--- src/pkg/otpb_pkg.sv ---
package otpb_pkg;
    // Command codes on the command port
    localparam logic [15:0] CMD_OTP_ACCESS = 16'h0065;
    localparam logic [15:0] CMD_LOAD       = 16'h0000;
    localparam logic [15:0] CMD_LOAD_SPARE = 16'h0013;
    localparam logic [15:0] CMD_LOAD_ALT   = 16'h00E0;
    localparam logic [15:0] CMD_PROGRAM    = 16'h0080;
    localparam logic [15:0] CMD_ERASE      = 16'h0094;
    localparam logic [15:0] CMD_CORE_RESET = 16'h00F0;
    localparam logic [15:0] CMD_HOT_RESET  = 16'h00F3;
    // Address register selects on the link
    localparam logic [1:0]  AR_BLOCK  = 2'h0;
    localparam logic [1:0]  AR_PAGE   = 2'h1;
    localparam logic [1:0]  AR_SECTOR = 2'h2;
    localparam logic [1:0]  AR_BUFSEL = 2'h3;
    // Buffer selects
    localparam logic [1:0]  BUF_BOOT  = 2'h0;
    localparam logic [1:0]  BUF_DATA0 = 2'h1;
    localparam logic [1:0]  BUF_DATA1 = 2'h2;
    // Block geometry
    localparam int          OTP_PAGES      = 64;
    localparam logic [5:0]  OTP_USER_LAST  = 6'h09;
    localparam logic [3:0]  LOCK_NIBBLE    = 4'hC;
    localparam int          BUF_WORDS      = 16;
    localparam logic [3:0]  LOCK_WORD_IDX  = 4'h7;
    // Controller status bits
    localparam int          ST_ERROR  = 10;
    localparam int          ST_LOCKED = 6;
    localparam int          ST_BUSY   = 15;
    localparam int          ST_OTPMOD = 0;
    // Timing
    localparam int          CLK_PERIOD_NS   = 10;
    localparam int          TOGGLE_VALID_NS = 350;
    localparam int          TOGGLE_CYC      =
        (TOGGLE_VALID_NS + CLK_PERIOD_NS - 1) / CLK_PERIOD_NS;
    localparam int          LOAD_CYC        = 64;
    localparam int          PROG_CYC        = 96;
    localparam int          BOOT_CYC        = 48;
    // Host APB register map
    localparam logic [11:0] RG_CMD    = 12'h000;
    localparam logic [11:0] RG_ADDR   = 12'h004;
    localparam logic [11:0] RG_WDATA  = 12'h008;
    localparam logic [11:0] RG_RDATA  = 12'h00C;
    localparam logic [11:0] RG_STATUS = 12'h010;
    localparam logic [11:0] RG_OP     = 12'h014;
    // Host operation kinds in RG_OP
    localparam logic [1:0]  OP_CMD    = 2'h0;
    localparam logic [1:0]  OP_ADDR   = 2'h1;
    localparam logic [1:0]  OP_WRITE  = 2'h2;
    localparam logic [1:0]  OP_READ   = 2'h3;
    localparam logic [31:0] APB_ERRV  = 32'hDEAD_0000;
endpackage : otpb_pkg

--- src/pkg/otpb_link_if.sv ---
`timescale 1ns/10ps
`default_nettype none
interface otpb_link_if;
    logic        cmdValid;
    logic [15:0] cmdCode;
    logic        addrValid;
    logic [1:0]  addrSel;
    logic [15:0] addrData;
    logic        wrValid;
    logic [3:0]  wrIdx;
    logic [15:0] wrData;
    logic        rdValid;
    logic [3:0]  rdIdx;
    logic        rdDone;
    logic [15:0] rdData;
    logic [15:0] ctrlStatus;
    logic        coldRst;
    logic        warmRst;

    modport dev (
        input  cmdValid, cmdCode, addrValid, addrSel, addrData,
        input  wrValid, wrIdx, wrData, rdValid, rdIdx, coldRst, warmRst,
        output rdDone, rdData, ctrlStatus
    );
    modport hst (
        output cmdValid, cmdCode, addrValid, addrSel, addrData,
        output wrValid, wrIdx, wrData, rdValid, rdIdx, coldRst, warmRst,
        input  rdDone, rdData, ctrlStatus
    );
endinterface : otpb_link_if
`default_nettype wire

--- src/rtl/otpb_buffer_bank.sv ---
`timescale 1ns/10ps
`default_nettype none
module otpb_buffer_bank
    import otpb_pkg::*;
(
    input  wire logic        clk,
    input  wire logic        rst_n,
    input  wire logic        hostWe,
    input  wire logic [1:0]  hostBuf,
    input  wire logic [3:0]  hostIdx,
    input  wire logic [15:0] hostWdata,
    input  wire logic [1:0]  rdBuf,
    input  wire logic [3:0]  rdIdx,
    output logic      [15:0] rdWord,
    input  wire logic        coreWe,
    input  wire logic [1:0]  coreBuf,
    input  wire logic [3:0]  coreIdx,
    input  wire logic [15:0] coreWdata
);
    // Three buffers of BUF_WORDS each; core port wins a same-word clash
    logic [15:0] mem [0:3*BUF_WORDS-1];

    function automatic logic [5:0] flat(input logic [1:0] b,
                                         input logic [3:0] i);
        flat = 6'(b) * 6'd16 + 6'(i);
    endfunction : flat

    wire [5:0] hostA = flat(hostBuf, hostIdx);
    wire [5:0] coreA = flat(coreBuf, coreIdx);
    wire [5:0] rdA   = flat(rdBuf, rdIdx);

    always_ff @(posedge clk) begin
        if (hostWe && !(coreWe && coreA == hostA)) begin
            mem[hostA] <= hostWdata;
        end
        if (coreWe) begin
            mem[coreA] <= coreWdata;
        end
    end

    assign rdWord = mem[rdA];
endmodule : otpb_buffer_bank
`default_nettype wire

--- src/rtl/otpb_device.sv ---
// Chosen here: the APB interface to the registers and the placing of the registers.
`timescale 1ns/10ps
`default_nettype none
module otpb_device
    import otpb_pkg::*;
(
    input  wire logic clk,
    input  wire logic rst_n,
    otpb_link_if.dev  link
);
    typedef enum logic [2:0] {
        DS_BOOT, DS_IDLE, DS_LOAD, DS_PROG, DS_LOCKCHK
    } otpb_dstate_t;

    otpb_dstate_t state_r, state_nxt;
    logic        otpMode_r;
    logic        locked_r;
    logic        error_r;
    logic [5:0]  blk_r;
    logic [5:0]  page_r;
    logic [3:0]  sector_r;
    logic [1:0]  bufSel_r;
    logic [1:0]  target_r;
    logic [7:0]  cnt_r;
    logic        toggle_r;
    logic        opFail_r;
    logic [63:0] otpWritten_r  = 64'h0000_0000_0000_0000;
    logic [15:0] otpLockWord_r = 16'hFFFF;
    logic        busyOut_r;
    logic        rdDone_r;
    logic [15:0] rdData_r;

    // Array contents are abstracted; core writes a page-derived pattern
    wire        busy     = state_r != DS_IDLE;
    wire        isCmd    = link.cmdValid;
    wire [15:0] code     = link.cmdCode;
    wire        isLoad   = isCmd && (code == CMD_LOAD ||
                           code == CMD_LOAD_SPARE || code == CMD_LOAD_ALT);
    wire        isProg   = isCmd && code == CMD_PROGRAM;
    wire        isErase  = isCmd && code == CMD_ERASE;
    wire        isReset  = isCmd && (code == CMD_CORE_RESET ||
                                     code == CMD_HOT_RESET);
    wire        addrHit  = link.addrValid && link.addrSel != AR_BUFSEL;
    wire        inLoad   = state_r == DS_LOAD || state_r == DS_BOOT;
    wire        lastCyc  = cnt_r == 8'd0;
    wire        pageUser = page_r <= OTP_USER_LAST;
    wire        progOk   = !(otpMode_r &&
                           (locked_r || otpWritten_r[page_r] || !pageUser));
    wire        coreWe   = inLoad && cnt_r < 8'(BUF_WORDS);
    wire [3:0]  coreIdx  = cnt_r[3:0];
    wire [15:0] coreData = {otpMode_r, 3'h0, blk_r[5:0], page_r};
    wire        tgtRead  = inLoad && link.rdValid && bufSel_r == target_r;
    wire [15:0] bankWord;
    wire        hostWe   = link.wrValid &&
                           !(state_r == DS_PROG && bufSel_r == target_r);

    otpb_buffer_bank u_bank (
        .clk       (clk),
        .rst_n     (rst_n),
        .hostWe    (hostWe),
        .hostBuf   (bufSel_r),
        .hostIdx   (link.wrIdx),
        .hostWdata (link.wrData),
        .rdBuf     (bufSel_r),
        .rdIdx     (link.rdIdx),
        .rdWord    (bankWord),
        .coreWe    (coreWe),
        .coreBuf   (target_r),
        .coreIdx   (coreIdx),
        .coreWdata (coreData)
    );

    always_comb begin
        state_nxt = state_r;
        case (state_r)
            DS_BOOT:    if (lastCyc) state_nxt = DS_LOCKCHK;
            DS_LOCKCHK: state_nxt = DS_IDLE;
            DS_IDLE: begin
                if (isLoad) begin
                    state_nxt = DS_LOAD;
                end else if (isProg && progOk) begin
                    state_nxt = DS_PROG;
                end
            end
            DS_LOAD:    if (lastCyc || isReset) state_nxt = DS_IDLE;
            DS_PROG:    if (lastCyc || isReset) state_nxt = DS_IDLE;
            default:    state_nxt = DS_IDLE;
        endcase
    end

    // Cold and warm link resets both leave OTP access mode; only a cold reset restarts the boot sequence, and neither clears locked_r or error_r
    wire hardRst = link.coldRst || link.warmRst;

    always_ff @(posedge clk or negedge rst_n) begin
        if (!rst_n) begin
            state_r   <= DS_BOOT;
            cnt_r     <= 8'(BOOT_CYC);
            busyOut_r <= 1'b1;
        end else if (link.coldRst) begin
            state_r   <= DS_BOOT;
            cnt_r     <= 8'(BOOT_CYC);
            busyOut_r <= 1'b1;
        end else begin
            state_r   <= state_nxt;
            busyOut_r <= state_nxt != DS_IDLE;
            if (state_r == DS_IDLE && isLoad) begin
                cnt_r <= 8'(LOAD_CYC);
            end else if (state_r == DS_IDLE && isProg) begin
                cnt_r <= 8'(PROG_CYC);
            end else if (!lastCyc) begin
                cnt_r <= cnt_r - 8'd1;
            end
        end
    end

    always_ff @(posedge clk or negedge rst_n) begin
        if (!rst_n) begin
            otpMode_r <= 1'b0;
        end else if (hardRst || isReset) begin
            otpMode_r <= 1'b0;
        end else if (isCmd && code == CMD_OTP_ACCESS && !busy) begin
            otpMode_r <= 1'b1;
        end
    end

    always_ff @(posedge clk or negedge rst_n) begin
        if (!rst_n) begin
            blk_r    <= 6'h00;
            page_r   <= 6'h00;
            sector_r <= 4'h0;
            bufSel_r <= BUF_BOOT;
        end else if (link.addrValid) begin
            case (link.addrSel)
                AR_BLOCK:  blk_r    <= link.addrData[5:0];
                AR_PAGE:   page_r   <= link.addrData[5:0];
                AR_SECTOR: sector_r <= link.addrData[3:0];
                default:   bufSel_r <= link.addrData[1:0];
            endcase
        end
    end

    always_ff @(posedge clk or negedge rst_n) begin
        if (!rst_n) begin
            target_r <= BUF_BOOT;
            opFail_r <= 1'b0;
        end else if (state_r == DS_IDLE && (isLoad || isProg)) begin
            target_r <= bufSel_r;
            opFail_r <= 1'b0;
        end else if ((state_r == DS_LOAD || state_r == DS_PROG) &&
                     addrHit) begin
            opFail_r <= 1'b1;
        end
    end

    // Lock word and programmed-page map live in the array and survive reset;
    // a fresh part starts erased
    always_ff @(posedge clk) begin
        if (state_r == DS_PROG && lastCyc && !opFail_r && otpMode_r) begin
            otpWritten_r[page_r] <= 1'b1;
            if (page_r == 6'h00) begin
                otpLockWord_r <= bankWord;
            end
        end
    end

    always_ff @(posedge clk or negedge rst_n) begin
        if (!rst_n) begin
            locked_r <= 1'b0;
            error_r  <= 1'b0;
        end else begin
            if (state_r == DS_LOCKCHK &&
                otpLockWord_r[3:0] == LOCK_NIBBLE) begin
                locked_r <= 1'b1;
            end
            if (state_r == DS_IDLE && isProg) begin
                error_r <= !progOk;
            end else if (state_r == DS_IDLE && isErase) begin
                error_r <= otpMode_r;
            end else if ((state_r == DS_LOAD || state_r == DS_PROG) &&
                         lastCyc) begin
                error_r <= opFail_r || addrHit;
            end
        end
    end

    // Toggle after the settle time of a load, from the command's countdown; during boot at once
    wire toggleLive = state_r == DS_BOOT ||
                      cnt_r <= 8'(LOAD_CYC - TOGGLE_CYC);

    always_ff @(posedge clk or negedge rst_n) begin
        if (!rst_n) begin
            toggle_r <= 1'b0;
            rdDone_r <= 1'b0;
            rdData_r <= 16'h0000;
        end else begin
            rdDone_r <= link.rdValid;
            if (tgtRead && toggleLive) begin
                toggle_r <= ~toggle_r;
                rdData_r <= {9'h000, ~toggle_r, 6'h00};
            end else begin
                rdData_r <= bankWord;
            end
        end
    end

    assign link.rdDone     = rdDone_r;
    assign link.rdData     = rdData_r;
    assign link.ctrlStatus = {busyOut_r, 4'h0, error_r, 3'h0, locked_r,
                              5'h00, otpMode_r};
endmodule : otpb_device
`default_nettype wire

--- src/flat_wrapper.sv ---
// flat-port wrapper written by rule: the top's interface ports become plain ports
module otpb_device_flat import otpb_pkg::*;
  (clk, rst_n, link_cmdValid, link_cmdCode, link_addrValid, link_addrSel, link_addrData, link_wrValid, link_wrIdx, link_wrData, link_rdValid, link_rdIdx, link_coldRst, link_warmRst, link_rdDone, link_rdData, link_ctrlStatus);
  otpb_link_if link_i ();
  input  wire logic clk;
  input  wire logic rst_n;
  input wire logic [$bits(link_i.cmdValid)-1:0] link_cmdValid;
  input wire logic [$bits(link_i.cmdCode)-1:0] link_cmdCode;
  input wire logic [$bits(link_i.addrValid)-1:0] link_addrValid;
  input wire logic [$bits(link_i.addrSel)-1:0] link_addrSel;
  input wire logic [$bits(link_i.addrData)-1:0] link_addrData;
  input wire logic [$bits(link_i.wrValid)-1:0] link_wrValid;
  input wire logic [$bits(link_i.wrIdx)-1:0] link_wrIdx;
  input wire logic [$bits(link_i.wrData)-1:0] link_wrData;
  input wire logic [$bits(link_i.rdValid)-1:0] link_rdValid;
  input wire logic [$bits(link_i.rdIdx)-1:0] link_rdIdx;
  input wire logic [$bits(link_i.coldRst)-1:0] link_coldRst;
  input wire logic [$bits(link_i.warmRst)-1:0] link_warmRst;
  output wire logic [$bits(link_i.rdDone)-1:0] link_rdDone;
  output wire logic [$bits(link_i.rdData)-1:0] link_rdData;
  output wire logic [$bits(link_i.ctrlStatus)-1:0] link_ctrlStatus;
  assign link_i.cmdValid = link_cmdValid;
  assign link_i.cmdCode = link_cmdCode;
  assign link_i.addrValid = link_addrValid;
  assign link_i.addrSel = link_addrSel;
  assign link_i.addrData = link_addrData;
  assign link_i.wrValid = link_wrValid;
  assign link_i.wrIdx = link_wrIdx;
  assign link_i.wrData = link_wrData;
  assign link_i.rdValid = link_rdValid;
  assign link_i.rdIdx = link_rdIdx;
  assign link_i.coldRst = link_coldRst;
  assign link_i.warmRst = link_warmRst;
  assign link_rdDone = link_i.rdDone;
  assign link_rdData = link_i.rdData;
  assign link_ctrlStatus = link_i.ctrlStatus;
  otpb_device u_core (.clk(clk), .rst_n(rst_n), .link(link_i));
endmodule
--- config.mk ---
export PLATFORM = sky130hd
export DESIGN_NAME = otpb_device_flat
export DESIGN_NICKNAME = d
export VERILOG_FILES = /design/src/pkg/otpb_pkg.sv /design/src/pkg/otpb_link_if.sv /design/src/rtl/otpb_buffer_bank.sv /design/src/rtl/otpb_device.sv /design/src/flat_wrapper.sv
export SDC_FILE = /design/constraint.sdc
export NUM_CORES = 1
export LEC_CHECK = 0
export BUFFER_PORTS_ARGS = -buffer_cell sky130_fd_sc_hd__buf_2
export CAP_MARGIN = 15
export CORE_ASPECT_RATIO = 0.9
export CORE_MARGIN = 4
export CORE_UTILIZATION = 56
export CTS_CLUSTER_DIAMETER = 120
export DETAILED_ROUTE_END_ITERATION = 6
export GPL_ROUTABILITY_DRIVEN = 1
export PLACE_DENSITY = 0.73
export SLEW_MARGIN = 10
export SYNTH_ARGS = -nofsm -noshare
export SYNTH_HDL_FRONTEND = slang
export SYNTH_SLANG_ARGS = --single-unit
--- constraint.sdc ---
create_clock -name clk -period 5.2 [get_ports clk]
set_input_delay 0.26 -clock clk [delete_from_list [all_inputs] [get_ports clk]]
set_output_delay 0.26 -clock clk [all_outputs]
set_load 0.03 [all_outputs]
==> results.toml <==
[status]
outcome = "finished with violations"
failed_checks = "DRC"

[yosys]
post_synth_num_cell_types = 68
yosys_register_bits = 832
synth_top_cell_area_share_pct = 46.6
synth.yosys.warnings = 0
post_synth_main_area_contributors = "sky130_fd_sc_hd__edfxtp_1, sky130_fd_sc_hd__a22o_1, sky130_fd_sc_hd__mux4_2"
seq_area_frac_synth_pct = 56.7
synth_area_leader_cell = "sky130_fd_sc_hd__edfxtp_1"
synth-edff-count = 638
postSynth.topFlopCell = "sky130_fd_sc_hd__edfxtp_1"
asyncSetResetFlopFracSynth_pct = 6.01
synth.cell_area_um2 = 41100
netlist_instances = 3066
synthesized_area_per_cell_um2 = 13.4

[critical_path]
worst-r2r-setup-slack_ps = 1500
timing.critical_path.required_ps = 5450
rr_worst_depth = 6
worst_ep_arrival_time_ps = 3950
critical_path_cell_sequence = "buf_4 -> xnor2_1 -> a31oi_1 -> a21boi_2 -> nand3_1 -> nand2_1"
worstSetupStartpoint = "u_core.bufSel_r[0]$_DFFE_PN0P_"
timing.critical_path.max_delay_family = "compound AO/OA/AOI/OAI gates"
wp_buf_inv = 1
worstSetupStartpointType = "flip-flop"
rr_startpoint = "u_core.bufSel_r[0]$_DFFE_PN0P_"
crit_path_cell_count = 6
cp_slowest_stage_delay_ps = 790
critical_r2r_capture = "u_core.u_bank.mem[19][7]$_DFFE_PP_"
worst_setup_path_end_kind = "flip-flop"
crit_slowest_cell = "sky130_fd_sc_hd__nand2_1"
endpoint = "u_core.u_bank.mem[19][7]$_DFFE_PP_"
criticalPathCategory = "flip-flop to flip-flop"
cp_max_fo = 18

[sta]
period_minus_slack_ps = 3700
final_worst_hold_slack_ps = 69.5
slew_headroom_pct = 11.5
max_slew_violations = 0
fmax_mhz = 270
timing_hold_violations_final = 0
fin_setup_tns_ps = 0
finalClockSkew_ps = 17.0
finalSetupViolCount = 0
rsz0062_at_grt = "no"
worstMarginPinSlew_ps = 1320
timing.final.ws_setup_ps = 1500
post-route-period-util_pct = 71.1

[drt]
totalWireLength_um = 134000
detailedRoute.firstPassIterationCount = 7
drtIter0Drc = 4799
detail_route.vias_per_cell = 7.48
drc_violations_left = 2
drt.antenna.violating_nets = 0
route.detailed.wl_per_inst_um = 33.2
routed_vias = 30200

[layout]
multi_input_area_um2 = 16300
filler_cell_count = 5256
post-route-util_pct = 62.7
seqCellArea_um2 = 23300
area.growth.synth_to_final_pct = 10.1
design.final.nets = 3082
layout_cell_share_with_drive_strength_beyond_1_pct = 20.7

[clock_network]
cts_bufs_inserted = 84
max-clock-path-buffers = 3
clock_tree_from_tritoncts = "built"
cts_setup_buffers = 0
cts.root.buffer_cell = "sky130_fd_sc_hd__clkbuf_16"
clkSinkCount = 832
worst_setup_hold_path_clk_slew_ps = 60
h-tree-depth = 3
clock_insertion_delay_worst_skew_ps = 640

[grt]
wire_length_of_the_first_global_routing_pass_um = 194000
number_of_antenna_violations_at_the_first_check_in_global_routing = 7
maximum_number_of_pins_on_one_net_before_global_route_repair = 68
globalRouteTotalUtil_pct = 33.8
first_global_vias = 29500
overflow = 0

[placement]
place.detailed.hpwl_um = 81400
port_buffers = 76
place.gp.congestion = 0.962
pre_cts_slack_ps = 1650

[worst_hold_path]
hold-path-cell-count = 3
hold_class = "primary input to flip-flop"
hold_start = "link_addrSel[1]"

[power]
vdd_ir_drop_max_mv = 0.360
power.static_leakage_nw = 15.2
power.density_cell_area_nw_per_um2 = 355
fin_total_pwr_mw = 16.1

[floorplanning]
std_cell_rows = 93
die_height_um = 265
initial_utilization_pct = 57.0
die_width_um = 294
io_pins = 99
dieArea_um2 = 77800
core_area_um2 = 72100

[job]
max-cap-violations = 0
## cell usage after synthesis, drive strengths merged (4+ instances only)
master	number
edfxtp	638
nand3b	8
nand4b	4
xnor2	12
a21oi	99
mux2i	106
dfxtp	144
a32oi	9
and2	14
nand2b	8
a22oi	25
buf	86
nor2	113
mux2	16
clkinv	4
a2111oi	8
nor4	5
a21o	13
nand3	61
nor2b	14
or2	34
o31ai	42
and3	14
a22o	632
nor3	53
or3	10
nor4b	8
xor2	4
nand2	126
nand4	40
dfrtp	47
and3b	4
a31oi	6
mux4	194
or4	4
a221oi	18
o21ai	60
inv	7
nor3b	11
o22ai	17
clkbuf	315
## where the power goes
group | switching, mW | total (mW) | internal (mW)
sequential | 0.266 | 7.76 | 7.49
clock | 2.54 | 5.96 | 3.42
combinational | 1.64 | 2.35 | 0.717
## tightest hold or removal path, stage by stage
cell                      delay (ps)
sky130_fd_sc_hd__buf_2           120
sky130_fd_sc_hd__nand3_1         120
sky130_fd_sc_hd__mux2_2          170
## registers in the layout (all words and copies together), names as in the netlist, 2 cells and up
register              count
u_core.u_bank.mem       768
u_core.link.rdData       16
u_core.otpWritten_r      10
u_core.cnt_r              8
u_core.blk_r              6
u_core.page_r             6
u_core.otpLockWord_r      4
u_core.state_r            3
u_core.bufSel_r           2
u_core.target_r           2
## placed cells by master (no fill, tap or decap), types with 15 or more instances in the layout
| cell | count |
|---|---|
| sky130_fd_sc_hd__o22ai_1 | 17 |
| sky130_fd_sc_hd__buf_2 | 74 |
| sky130_fd_sc_hd__or2_2 | 22 |
| sky130_fd_sc_hd__nand3_1 | 61 |
| sky130_fd_sc_hd__mux2i_1 | 106 |
| sky130_fd_sc_hd__o21ai_0 | 54 |
| sky130_fd_sc_hd__a21oi_1 | 99 |
| sky130_fd_sc_hd__nand4_1 | 40 |
| sky130_fd_sc_hd__edfxtp_1 | 638 |
| sky130_fd_sc_hd__mux4_2 | 194 |
| sky130_fd_sc_hd__clkbuf_16 | 89 |
| sky130_fd_sc_hd__nor3_2 | 18 |
| sky130_fd_sc_hd__nor3_1 | 35 |
| sky130_fd_sc_hd__buf_4 | 157 |
| sky130_fd_sc_hd__a221oi_1 | 18 |
| sky130_fd_sc_hd__nand2_1 | 126 |
| sky130_fd_sc_hd__nor2_1 | 107 |
| sky130_fd_sc_hd__dfrtp_1 | 34 |
| sky130_fd_sc_hd__a22o_1 | 632 |
| sky130_fd_sc_hd__clkinv_1 | 15 |
| sky130_fd_sc_hd__a22oi_1 | 25 |
| sky130_fd_sc_hd__mux2_2 | 16 |
| sky130_fd_sc_hd__dfxtp_1 | 144 |
| sky130_fd_sc_hd__o31ai_1 | 42 |
| sky130_fd_sc_hd__clkbuf_1 | 32 |
## cell type report
class,count,area share [%]
Sequential cell,832,51.5
Multi-Input combinational cell,1833,35.9
Clock buffer,131,5.48
Timing Repair Buffer,251,3.93
Tap cell,950,2.63
Clock inverter,24,0.406
Inverter,11,0.0912
Antenna cell,4,0.0221
## metal layers
layer	vias to the layer above	track usage [%]	share of wire, %
met2	2473	49.3	43
met1	15100	45.6	35
met4	4	16.3	5.7
met3	438	12.0	16
met5	-	0.0610	0.021
li1	12200	-	-
## worst min path at each step
stage,endpoint,slack (ps)
after global placement,u_core.link.rdDone$_DFF_PN0_,410
after floorplan,u_core.blk_r[0]$_DFFE_PN0P_,-40
after CTS,u_core.bufSel_r[1]$_DFFE_PN0P_,30
after global routing,u_core.bufSel_r[1]$_DFFE_PN0P_,70
after detailed placement,u_core.link.rdDone$_DFF_PN0_,410
final,u_core.bufSel_r[1]$_DFFE_PN0P_,70
## cell families (layout without fill, tap and decap cells)
kind of cell	after synthesis	count (layout)	synth area share (%)
AND/OR/NAND/NOR	537	537	6.71
other	1	16	0.00912
buffers and inverters	412	417	4.12
flip-flops	832	832	56.7
adder cells (fa/ha/maj)	3	3	0.0913
AO/OA/AOI/OAI	949	949	18.4
XOR/XNOR	16	16	0.341
multiplexers	316	316	13.6
## stage by stage
step                instance area [um^2]  cells
global route                       45300   4033
floorplan                          41200   3077
finish                             45300   4036
global placement                   42400   3854
CTS                                45200   4026
detailed placement                 42400   3857
## timing repair
item | CTS | global route
hold buffers | 14 | 0
resized for setup | 0 | 0
endpoints found under the hold margin | 75 | 0
Power figures use the tool's default switching activity.
